===== src/hdl/cds_pkg.sv =====
// Package: register map, field positions and timing of the drive block
package cds_pkg;

   localparam int ADDR_W = 8;
   localparam int DATA_W = 8;

   // Register offsets
   localparam logic [7:0] WCTL0_OFS = 8'h00;
   localparam logic [7:0] SDCTL_OFS = 8'h01;
   localparam logic [7:0] IRQST_OFS = 8'h02;
   localparam logic [7:0] IRQMK_OFS = 8'h03;
   localparam logic [7:0] STATE_OFS = 8'h04;

   // waveform_control_0 fields
   localparam int EN_BIT   = 7;
   localparam int OEB_BIT  = 6;
   localparam int OEA_BIT  = 5;
   localparam int POLB_BIT = 4;
   localparam int POLA_BIT = 3;
   localparam int CS_BIT   = 0;
   localparam logic [7:0] WCTL0_RST  = 8'h00;
   localparam logic [7:0] WCTL0_MASK = 8'hF9;

   // shutdown_control fields
   localparam int ASE_BIT   = 7;
   localparam int ARSEN_BIT = 6;
   localparam int LVLB_BIT  = 5;
   localparam int LVLA_BIT  = 4;
   localparam int SRC1_BIT  = 1;
   localparam int SRC0_BIT  = 0;
   localparam logic [7:0] SDCTL_RST = 8'h00;

   // Interrupt status and mask fields
   localparam int EV_SHDN_BIT = 0;
   localparam int EV_RUN_BIT  = 1;
   localparam logic [1:0] IRQ_RST = 2'h0;

   // Slow generator clock: one tick per this many system cycles
   localparam logic [3:0] SLOW_DIV = 4'h8;

   typedef enum logic [3:0] {
      ST_OFF  = 4'h1,
      ST_SHDN = 4'h2,
      ST_WAIT = 4'h4,
      ST_RUN  = 4'h8
   } cds_state_t;

endpackage : cds_pkg


===== src/hdl/cds_edge_det.sv =====
// Samples the input source on generator ticks and flags its rising edge
`timescale 1ns/100ps
module cds_edge_det (
   input  wire logic clk_i,    // System clock
   input  wire logic rst_n_i,  // Async reset, active low
   input  wire logic tick_i,   // Generator tick
   input  wire logic wave_i,   // Input source level
   output logic      level_o,  // Sampled level
   output logic      rise_o    // One-tick rising edge
);

   logic prev_q;

   always_ff @(posedge clk_i or negedge rst_n_i) begin
      if (!rst_n_i) begin
         prev_q <= 1'b0;
      end else if (tick_i) begin
         prev_q <= wave_i;
      end
   end

   always_comb begin
      level_o = prev_q;
      rise_o  = tick_i & wave_i & ~prev_q;
   end

endmodule : cds_edge_det


===== src/hdl/cds_tick_gen.sv =====
// Generator clock tick: every cycle or divided, chosen by software
`timescale 1ns/100ps
module cds_tick_gen
   import cds_pkg::*;
(
   input  wire logic clk_i,    // System clock
   input  wire logic rst_n_i,  // Async reset, active low
   input  wire logic fast_i,   // 1: tick every cycle
   output logic      tick_o    // Generator tick
);

   logic [3:0] cnt_q;

   always_ff @(posedge clk_i or negedge rst_n_i) begin
      if (!rst_n_i) begin
         cnt_q <= 4'h0;
      end else if (cnt_q == SLOW_DIV - 4'h1) begin
         cnt_q <= 4'h0;
      end else begin
         cnt_q <= cnt_q + 4'h1;
      end
   end

   always_comb begin
      tick_o = fast_i | (cnt_q == 4'h0);
   end

endmodule : cds_tick_gen


===== src/hdl/cds_top.sv =====
// Complementary drive: shutdown override, restart and control registers
//
// Summary of operation
// - Shutdown drives A and B to override levels
// - Override bit value is the pin level
// - Polarity never touches override levels
// - Auto-restart bit picks restart method
// - Software restart resumes on next rising edge
// - Clear succeeds only with selected inputs low
// - Auto-restart clears bit, resumes on rising edge
// - Control 0 bit 6 gates output B
// - Control 0 bit 5 gates output A
// - Bits 4/3 invert outputs B/A
// - Control 0 bits 2:1 read zero
// - Writing shutdown-active 1 forces shutdown
// - Selected inputs high force override, level sensitive
// - Module disabled leaves pins undriven
`timescale 1ns/100ps
module cds_top
   import cds_pkg::*;
(
   input  wire logic                  SYS_CLK_I,    // 125 MHz clock
   input  wire logic                  RST_N_I,      // Async reset
   input  wire logic [cds_pkg::ADDR_W-1:0] ADDR_I,  // Register address
   input  wire logic [cds_pkg::DATA_W-1:0] WDATA_I, // Write data
   input  wire logic                  WR_I,         // Write strobe
   input  wire logic                  RD_I,         // Read strobe
   output logic [cds_pkg::DATA_W-1:0] RDATA_O,      // Read data
   input  wire logic                  WAVE_I,       // Input source
   input  wire logic [1:0]            SHDN_I,       // Shutdown inputs
   output logic                       DRV_A_O,      // Output A level
   output logic                       DRV_A_OE_N_O, // A enable, low
   output logic                       DRV_B_O,      // Output B level
   output logic                       DRV_B_OE_N_O, // B enable, low
   output logic                       IRQ_O         // Interrupt
);

   ////////////////////////////////////////////////////////////////////
   // Declarations

   logic [7:0] wctl0_q;
   logic       ase_q;
   logic       ase_d;
   logic       arsen_q;
   logic       lvl_a_q;
   logic       lvl_b_q;
   logic [1:0] src_sel_q;
   logic [1:0] irq_st_q;
   logic [1:0] irq_st_d;
   logic [1:0] irq_mk_q;
   logic [7:0] rdata_q;
   logic       drv_a_q;
   logic       drv_b_q;
   logic       oe_a_n_q;
   logic       oe_b_n_q;
   logic       irq_q;
   logic       hold_ovr_q;
   cds_state_t st_q;
   cds_state_t st_d;

   logic       tick;
   logic       wave_lvl;
   logic       wave_rise;
   logic       ext_fault;
   logic       shdn;
   logic       wr_wctl0;
   logic       wr_sdctl;
   logic       wr_irqst;
   logic       wr_irqmk;
   logic       ev_shdn;
   logic       ev_run;
   logic       en;

   function automatic logic hit(input logic [7:0] a,
                                input logic [7:0] ofs);
      hit = (a == ofs);
   endfunction : hit

   ////////////////////////////////////////////////////////////////////
   // Helpers

   cds_tick_gen u_tick (
      .clk_i   (SYS_CLK_I),
      .rst_n_i (RST_N_I),
      .fast_i  (wctl0_q[CS_BIT]),
      .tick_o  (tick)
   );

   cds_edge_det u_edge (
      .clk_i   (SYS_CLK_I),
      .rst_n_i (RST_N_I),
      .tick_i  (tick),
      .wave_i  (WAVE_I),
      .level_o (wave_lvl),
      .rise_o  (wave_rise)
   );

   ////////////////////////////////////////////////////////////////////
   // Decode

   always_comb begin
      wr_wctl0 = WR_I & hit(ADDR_I, WCTL0_OFS);
      wr_sdctl = WR_I & hit(ADDR_I, SDCTL_OFS);
      wr_irqst = WR_I & hit(ADDR_I, IRQST_OFS);
      wr_irqmk = WR_I & hit(ADDR_I, IRQMK_OFS);
   end

   always_comb begin
      en        = wctl0_q[EN_BIT];
      // Inputs are levels: a held fault keeps shutdown asserted
      ext_fault = |(SHDN_I & src_sel_q);
      shdn      = ase_q | ext_fault;
   end

   ////////////////////////////////////////////////////////////////////
   // Control register 0

   always_ff @(posedge SYS_CLK_I or negedge RST_N_I) begin
      if (!RST_N_I) begin
         wctl0_q <= WCTL0_RST;
      end else if (wr_wctl0) begin
         wctl0_q <= WDATA_I & WCTL0_MASK;
      end
   end

   ////////////////////////////////////////////////////////////////////
   // Shutdown control

   always_ff @(posedge SYS_CLK_I or negedge RST_N_I) begin
      if (!RST_N_I) begin
         arsen_q   <= SDCTL_RST[ARSEN_BIT];
         lvl_a_q   <= SDCTL_RST[LVLA_BIT];
         lvl_b_q   <= SDCTL_RST[LVLB_BIT];
         src_sel_q <= SDCTL_RST[SRC1_BIT:SRC0_BIT];
      end else if (wr_sdctl) begin
         arsen_q   <= WDATA_I[ARSEN_BIT];
         lvl_a_q   <= WDATA_I[LVLA_BIT];
         lvl_b_q   <= WDATA_I[LVLB_BIT];
         src_sel_q <= WDATA_I[SRC1_BIT:SRC0_BIT];
      end
   end

   // A fault always wins over any clear, software or automatic
   always_comb begin
      ase_d = ase_q;
      if (ext_fault) begin
         ase_d = 1'b1;
      end else if (wr_sdctl && WDATA_I[ASE_BIT]) begin
         ase_d = 1'b1;
      end else if (arsen_q) begin
         ase_d = 1'b0;
      end else if (wr_sdctl) begin
         ase_d = 1'b0;
      end
   end

   always_ff @(posedge SYS_CLK_I or negedge RST_N_I) begin
      if (!RST_N_I) begin
         ase_q <= SDCTL_RST[ASE_BIT];
      end else begin
         ase_q <= ase_d;
      end
   end

   ////////////////////////////////////////////////////////////////////
   // Run state

   always_comb begin
      st_d = st_q;
      case (st_q)
         ST_OFF: begin
            if (en && shdn) begin
               st_d = ST_SHDN;
            end else if (en) begin
               st_d = ST_WAIT;
            end
         end
         ST_SHDN: begin
            if (!en) begin
               st_d = ST_OFF;
            end else if (!shdn) begin
               st_d = ST_WAIT;
            end
         end
         ST_WAIT: begin
            if (!en) begin
               st_d = ST_OFF;
            end else if (shdn) begin
               st_d = ST_SHDN;
            end else if (wave_rise) begin
               st_d = ST_RUN;
            end
         end
         ST_RUN: begin
            if (!en) begin
               st_d = ST_OFF;
            end else if (shdn) begin
               st_d = ST_SHDN;
            end
         end
         default: begin
            st_d = ST_OFF;
         end
      endcase
   end

   always_ff @(posedge SYS_CLK_I or negedge RST_N_I) begin
      if (!RST_N_I) begin
         st_q <= ST_OFF;
      end else begin
         st_q <= st_d;
      end
   end

   // After a shutdown the override stays until the restart edge
   always_ff @(posedge SYS_CLK_I or negedge RST_N_I) begin
      if (!RST_N_I) begin
         hold_ovr_q <= 1'b0;
      end else if (st_d == ST_SHDN) begin
         hold_ovr_q <= 1'b1;
      end else if (st_d == ST_RUN || st_d == ST_OFF) begin
         hold_ovr_q <= 1'b0;
      end
   end

   ////////////////////////////////////////////////////////////////////
   // Output drive

   // Dead band is not part of this block: B is the plain complement
   always_ff @(posedge SYS_CLK_I or negedge RST_N_I) begin
      if (!RST_N_I) begin
         drv_a_q <= 1'b0;
         drv_b_q <= 1'b0;
      end else if (!en) begin
         drv_a_q <= 1'b0;
         drv_b_q <= 1'b0;
      end else if (st_d == ST_SHDN || (hold_ovr_q && st_d == ST_WAIT)) begin
         drv_a_q <= lvl_a_q;
         drv_b_q <= lvl_b_q;
      end else if (st_d == ST_RUN) begin
         drv_a_q <= wave_lvl ^ wctl0_q[POLA_BIT];
         drv_b_q <= ~wave_lvl ^ wctl0_q[POLB_BIT];
      end else begin
         drv_a_q <= 1'b0;
         drv_b_q <= 1'b0;
      end
   end

   always_ff @(posedge SYS_CLK_I or negedge RST_N_I) begin
      if (!RST_N_I) begin
         oe_a_n_q <= 1'b1;
         oe_b_n_q <= 1'b1;
      end else begin
         oe_a_n_q <= ~(en & wctl0_q[OEA_BIT]);
         oe_b_n_q <= ~(en & wctl0_q[OEB_BIT]);
      end
   end

   ////////////////////////////////////////////////////////////////////
   // Interrupts

   always_comb begin
      ev_shdn  = en & shdn & (st_q != ST_SHDN);
      ev_run   = (st_q == ST_WAIT) & (st_d == ST_RUN);
      // Set beats a simultaneous write-one-to-clear
      irq_st_d = irq_st_q;
      if (wr_irqst) begin
         irq_st_d = irq_st_q & ~WDATA_I[1:0];
      end
      irq_st_d[EV_SHDN_BIT] = irq_st_d[EV_SHDN_BIT] | ev_shdn;
      irq_st_d[EV_RUN_BIT]  = irq_st_d[EV_RUN_BIT] | ev_run;
   end

   always_ff @(posedge SYS_CLK_I or negedge RST_N_I) begin
      if (!RST_N_I) begin
         irq_st_q <= IRQ_RST;
      end else begin
         irq_st_q <= irq_st_d;
      end
   end

   always_ff @(posedge SYS_CLK_I or negedge RST_N_I) begin
      if (!RST_N_I) begin
         irq_mk_q <= IRQ_RST;
      end else if (wr_irqmk) begin
         irq_mk_q <= WDATA_I[1:0];
      end
   end

   always_ff @(posedge SYS_CLK_I or negedge RST_N_I) begin
      if (!RST_N_I) begin
         irq_q <= 1'b0;
      end else begin
         irq_q <= |(irq_st_d & irq_mk_q);
      end
   end

   ////////////////////////////////////////////////////////////////////
   // Read path

   always_ff @(posedge SYS_CLK_I or negedge RST_N_I) begin
      if (!RST_N_I) begin
         rdata_q <= 8'h00;
      end else if (!RD_I) begin
         rdata_q <= 8'h00;
      end else begin
         case (ADDR_I)
            WCTL0_OFS: begin
               rdata_q <= wctl0_q;
            end
            SDCTL_OFS: begin
               rdata_q <= {ase_q, arsen_q, lvl_b_q, lvl_a_q,
                           2'h0, src_sel_q};
            end
            IRQST_OFS: begin
               rdata_q <= {6'h00, irq_st_q};
            end
            IRQMK_OFS: begin
               rdata_q <= {6'h00, irq_mk_q};
            end
            STATE_OFS: begin
               rdata_q <= {st_q, ext_fault, wave_lvl, SHDN_I};
            end
            default: begin
               rdata_q <= 8'h00;
            end
         endcase
      end
   end

   ////////////////////////////////////////////////////////////////////
   // Outputs

   always_comb begin
      RDATA_O      = rdata_q;
      DRV_A_O      = drv_a_q;
      DRV_B_O      = drv_b_q;
      DRV_A_OE_N_O = oe_a_n_q;
      DRV_B_OE_N_O = oe_b_n_q;
      IRQ_O        = irq_q;
   end

endmodule : cds_top


===== config.mk =====
export PLATFORM = sky130hd
export DESIGN_NAME = cds_top
export DESIGN_NICKNAME = d
export VERILOG_FILES = /design/src/hdl/cds_pkg.sv /design/src/hdl/cds_edge_det.sv /design/src/hdl/cds_tick_gen.sv /design/src/hdl/cds_top.sv
export SDC_FILE = /design/constraint.sdc
export NUM_CORES = 1
export LEC_CHECK = 0
export BUFFER_PORTS_ARGS = -buffer_cell sky130_fd_sc_hd__buf_2
export CAP_MARGIN = 20
export CORE_MARGIN = 1
export CORE_UTILIZATION = 54
export CTS_CLUSTER_SIZE = 25
export DETAILED_ROUTE_END_ITERATION = 8
export PLACE_DENSITY = 0.89
export SLEW_MARGIN = 10
export SYNTH_ARGS = -nofsm -noshare
export SYNTH_HDL_FRONTEND = slang
export SYNTH_SLANG_ARGS = --single-unit

===== constraint.sdc =====
create_clock -name SYS_CLK_I -period 2.1 [get_ports SYS_CLK_I]
set_clock_uncertainty 0.15 [all_clocks]
set_input_delay 0.105 -clock SYS_CLK_I [delete_from_list [all_inputs] [get_ports SYS_CLK_I]]
set_output_delay 0.105 -clock SYS_CLK_I [all_outputs]
set_load 0.01 [all_outputs]

## Word-level counts from Yosys, hierarchy flattened

Index checks and enable logic that the tools add are counted.

| storage, ports and cells | value |
|---|---|
| register bits after elaboration | 39 |
| logic and storage cells | 94 |
| input bits | 23 |

| operators by class | value |
|---|---|
| equality and inequality tests | 14 |
| reductions and logical operators | 11 |
| bitwise gates (word level) | 24 |
| add/subtract/negate cells | 1 |
| muxes and demuxes | 26 |

Operators with widths:

| cell | number |
|---|---|
| two-way mux 4 bit | 10 |
| case mux 8 bit (5 select lines) | 1 |
| equality test 8 x 2 -> 1 bit (second input constant) | 2 |
| case mux 4 bit (4 select lines) | 1 |
| equality test 4 x 3 -> 1 bit (second input constant) | 3 |
| two-way mux 1 bit | 12 |
| bitwise AND 1 bit | 11 |
| equality test 4 x 1 -> 1 bit (second input constant) | 2 |
| equality test 4 x 2 -> 1 bit (second input constant) | 2 |
| equality test 4 bit (second input constant) | 2 |
| equality test 8 x 1 -> 1 bit (second input constant) | 1 |
| equality test 8 x 3 -> 1 bit (second input constant) | 1 |
| logical NOT 8 bit | 1 |
| two-way mux 8 bit | 1 |
| bitwise AND 2 bit | 3 |
| adder 4 x 1 -> 4 bit (second input constant) | 1 |
| logical NOT 4 bit | 1 |
| != test 4 x 2 -> 1 bit (second input constant) | 1 |
| bitwise OR 1 bit | 4 |
| nonzero test 4 bit | 1 |
| OR reduction 2 bit | 2 |
| logical AND 1 bit | 3 |
| inverter 1 bit | 3 |
| logical OR 1 bit | 2 |
| 4 further kinds | 5 |

## Depth between registers and ports, before layout

| depth | value |
|---|---|
| word-level depth | 13 |
| depth in mapped cells | 6 |
| gate-level depth less buffers | 6 |

## Modules after synthesis

A second synthesis with hierarchy kept.

| unflattened totals | value |
|---|---|
| cells, all modules | 159 |
| area, all modules | 1876.8 µm² |

Modules (own cells, without submodules):

| module | sequential area each (µm²) | cells an instance | instances | area each (µm²) |
|---|---|---|---|---|
| cds_top | 854.6 | 140 | 1 | 1635.3 |
| cds_tick_gen | 100.1 | 16 | 1 | 191.4 |
| cds_edge_det | 25.0 | 3 | 1 | 50.0 |

## Worst setup path before layout

OpenSTA, ideal clock, no wires.

| timing path | value |
|---|---|
| kind | reg-to-reg |
| start | register st_q[3] |
| end | register irq_q (netlist: IRQ_O) |
| required time | 1829 ps |
| arrival | 1401 ps |
| clock period less this slack | 1672 ps |
| setup time | 121 ps |
| buffers on the path | 0 |
| path slack | 428 ps |
| cell stages (with the launch flop) | 4 |
| cell sequence | dfrtp_1 -> or4b_1 -> a32o_1 -> a22o_1 |

| on the way | value |
|---|---|
| elaborated cells on any way between the ends | 22 |

RTL lines:

| what | RTL line | source |
|---|---|---|
| from (decl) | cds_top.sv:58 | `cds_state_t st_q;` |
| from (signal assigned) | cds_top.sv:211 | `st_q <= st_d;` |
| != test 4 x 2 -> 1 bit | cds_top.sv:263 | `ev_shdn = en & shdn & (st_q != ST_SHDN);` |
| bitwise AND 1 bit | cds_top.sv:263 |  |
| bitwise OR 1 bit | cds_top.sv:270 | `irq_st_d[EV_SHDN_BIT] = irq_st_d[EV_SHDN_BIT] \| ev_shdn;` |
| net irq_st_d[0] | cds_top.sv:49 | `logic [1:0] irq_st_d;` |
| bitwise AND 2 bit | cds_top.sv:294 | `irq_q <= \|(irq_st_d & irq_mk_q);` |
| OR reduction 2 bit | cds_top.sv:294 |  |
| to (signal assigned) | cds_top.sv:294 |  |
| to (decl) | cds_top.sv:56 | `logic irq_q;` |

The timed path passes the listed nets, and every way through them passes these cells.
A chain may end at the register's enable or synchronous reset.

## Worst setup path after layout

| timing path | value |
|---|---|
| start | register src_sel_q[1] |
| end | register irq_q (netlist: IRQ_O) |

| on the way | value |
|---|---|
| elaborated cells on any way between the ends | 20 |

RTL lines:

| what | RTL line | source |
|---|---|---|
| from (decl) | cds_top.sv:47 | `logic [1:0] src_sel_q;` |
| from (signal assigned) | cds_top.sv:134 | `src_sel_q <= SDCTL_RST[SRC1_BIT:SRC0_BIT];` |
| from (signal assigned) | cds_top.sv:139 | `src_sel_q <= WDATA_I[SRC1_BIT:SRC0_BIT];` |
| bitwise AND 2 bit | cds_top.sv:111 | `ext_fault = \|(SHDN_I & src_sel_q);` |
| OR reduction 2 bit | cds_top.sv:111 |  |
| bitwise OR 1 bit | cds_top.sv:112 | `shdn = ase_q \| ext_fault;` |
| bitwise AND 1 bit (2 in a row) | cds_top.sv:263 |  |
| bitwise OR 1 bit | cds_top.sv:270 |  |
| net irq_st_d[0] | cds_top.sv:49 |  |
| bitwise AND 2 bit | cds_top.sv:294 |  |
| OR reduction 2 bit | cds_top.sv:294 |  |

The timed path passes the listed nets, and every way through them passes these cells.

==> results.md <==
- Compound-gate portion of the synthesized area: 0.130
- Starting density of the core: 0.588
- Fin. Hold Viols: 0
- Post-Syn Instances: 156
- Final cell count without fillers: 254
- CTS buffer count: 5
- GP Congestion: 0.832
- Gr usage total: 0.264
- P&R area growth vs syn: 22.8%
- Post-DP HPWL: 2790 um
- Die height: 60.8 um
- Maximum fanout along the worst path: 4
- Area leader, netlist: dfrtp_1
- Power per Cell Area: 666 nW/um2
- Synth warn: 0
- Post-route DRC violation count: 0
- Tot Pwr: 1530 uW
- HP Class: primary input to flop
- First-pass GRT wire length: 7030 um
- Avg Cell Area, Syn: 12.0 um2
- Post-synthesis cell type count: 44
- Root Buffer Master: clkbuf_4
- Iteration-0 DRC Markers: 94
- Fill cell count: 214
- Vias per inst: 5.85
- Critical path depth: 4
- Worst reg-to-reg path cell count: 4
- Ranking of synthesized cells by area: dfrtp_1 48%, mux2_2 9.6%, dfstp_2 4.2%
- Status: finished, final reports clean
- CP delay by family, top: compound AO/OA/AOI/OAI gates
- Slew Viols, Final: 0
- # Post-CTS Setup Buffers: 0
- CP arrival: 1.98 ns
- Clock Latency Late Sink: 0.34 ns
- Placed insts: 231
- Number of nets in the layout: 234
- Seq/Total Area, Yosys: 0.524
- Seq cells post-synth: 39
- Layout cells sized above 1: 0.329
- Area of the die: 3700 um2
- Max cap viols: 0
- ANT cells: 0
- Chip width: 60.8 um
- Post-Synth Simple-Gate Area: 0.175
- Crit share post-route: 0.898
- Cell Chain, Critical Path: a221oi_1, inv_1, a32o_1, a22o_1
- CP peak stage delay: 0.54 ns
- Fraction of registers with async set/reset: 1.00
- Slowest-stage cell, CP: a221oi_1
- VDD IR max: 406 uV
- Final Cell Area: 2290 um2
- Sink Count: 39
- Clock transition at path regs: 0.12 ns
- EDFF count, synth: 0
- Mux contribution to synthesized area: 0.102
- Final setup fails: 0
- Tmin final: 1.89 ns
- Synthesized net count: 181
- Area after DPL: 2060 um2
- Worst rel slew slack: 0.435
- Total gr overflow: 0
- RSZ-0062 raised after global routing: no
- WP buf/inv: 1
- Largest net degree at the start of global routing: 40
- Post_cts resized: 0
- Top FF cell, synth: dfrtp_1
- WHS Path Cells: 4
- Worst slack at placement: 0.293 ns
- Worst EP required: 2.19 ns
- Synth top area share: 0.482
- Core Footprint: 3180 um2
- Antenna violations before repair: 0
- Worst setup EP type: flop
- Clk buf depth: 2
- Slew @ Worst Pin: 0.847 ns
- Synth Area in XOR/XNOR: 0.0188
- Antenna-violating nets left: 0
- Netlist Area Pre-Place: 1870 um2
- FF-to-FF setup slack: 0.21 ns
- Pleak: 0.00110 uW
- Hold Buf Count CTS: 15
- Via Count: 1487
- Drt pass-1 iters: 4
- Largest family of logic cells by synthesized area: simple AND/OR/NAND/NOR gates
- Adder-cell share of the synthesized area: 0.0134
- DRT Wirelength: 4100 um
- CP Launch Type: flop
- Final Worst Setup Slack: 0.213 ns
- TritonCTS clock tree: built
- H-Tree Depth: 2
- Port buffer count: 34
- Row cnt: 20
- Vias in the first global route: 1528
- Routed length per instance: 16.2 um
- Kind of critical path: flop to flop
- Fmax: 530 MHz
- I/O pins: 36
- TNS Setup: 0 ns
==> cells in the final DEF, fill, tap and decap left out, types with 4 or more instances in the layout <==
cell type	n
a22o_1	5
a22oi_1	5
a2bb2oi_1	4
buf_2	34
clkbuf_4	5
dfrtp_1	36
dlygate4sd3_1	15
inv_1	8
mux2_2	16
nand2_1	6
nor2_1	15
nor2b_1	7
==> tightest hold or removal path: cells and delay by family <==
kind | cells | cell delay, ns
buf+inv | 1 | 0.15
simple gates | 3 | 0.25
==> layer usage <==
metal / vias to the layer above / global-route usage / share of wire / wire length [um]
met4: 0 / 0.130 / 0.032 / 133
met3: 20 / 0.0512 / 0.057 / 233
met2: 64 / 0.454 / 0.50 / 2060
li1: 681 / - / - / -
met1: 722 / 0.319 / 0.41 / 1670
met5: - / 0 / 0 / 0
==> cell families after synthesis <==
logic type / count (synthesis)
buffers and inverters: 12
XOR/XNOR: 4
AND/OR/NAND/NOR: 51
multiplexers: 17
AO/OA/AOI/OAI: 31
flip-flops: 39
adder cells (fa/ha/maj): 2
==> stage by stage <==
stage	hold WS (ns)	utilization
2_1_floorplan	-0.341	-
3_3_place_gp	0.0787	0.649
3_5_place_dp	0.103	0.649
4_1_cts	0.0110	0.722
5_1_grt	0.0391	0.722
6_report	0.0276	0.722
==> path summary, 6_finish.rpt <==
kind,startpoint,endpoint
min in group asynchronous,RST_N_I,RDATA_O[0]
setup / recovery,src_sel_q[1],IRQ_O
hold reg to reg,wctl0_q[5],DRV_A_OE_N_O
hold / removal,ADDR_I[6],RDATA_O[2]
setup reg to reg,src_sel_q[1],IRQ_O
max in group asynchronous,RST_N_I,st_q[1]
==> registers in the layout, summed over array words and instances, names as in the netlist <==
signal	count
RDATA_O	8
wctl0_q	6
st_q	4
u_tick.cnt_q	4
irq_mk_q	2
irq_st_q	2
src_sel_q	2
DRV_A_O	1
DRV_A_OE_N_O	1
DRV_B_O	1
DRV_B_OE_N_O	1
IRQ_O	1
arsen_q	1
ase_q	1
hold_ovr_q	1
lvl_a_q	1
lvl_b_q	1
u_edge.level_o	1
==> cells in the mapped netlist, drive strengths merged (2+ instances only) <==
master   instances
mux2            16
nand4            2
o32ai            2
nor3             4
a22o             6
nand2            6
o211ai           2
a22oi            5
or4b             3
nor2            15
dfstp            3
a31oi            3
inv              8
dfrtp           36
a2bb2oi          4
clkbuf           2
xnor2            2
xor2             2
o21ai            4
ha               2
nor2b            7
nand4b           2
nand3            3
buf              2
==> cell type report <==
type	instances	area, um2	share of cell area
Clock inverter	3	43.8	0.0191
Clock buffer	5	37.5	0.0164
Timing Repair Buffer	50	328	0.143
Sequential cell	39	980	0.427
Tap cell	44	55.1	0.0240
Multi-Input combinational cell	105	821	0.358
Inverter	8	30.0	0.0131
==> where the power goes <==
part,total (uW),switching (uW),internal [uW]
sequential,824,36.2,788
combinational,209,109,99.3
clock,497,246,250
Power figures use the tool's default switching activity.
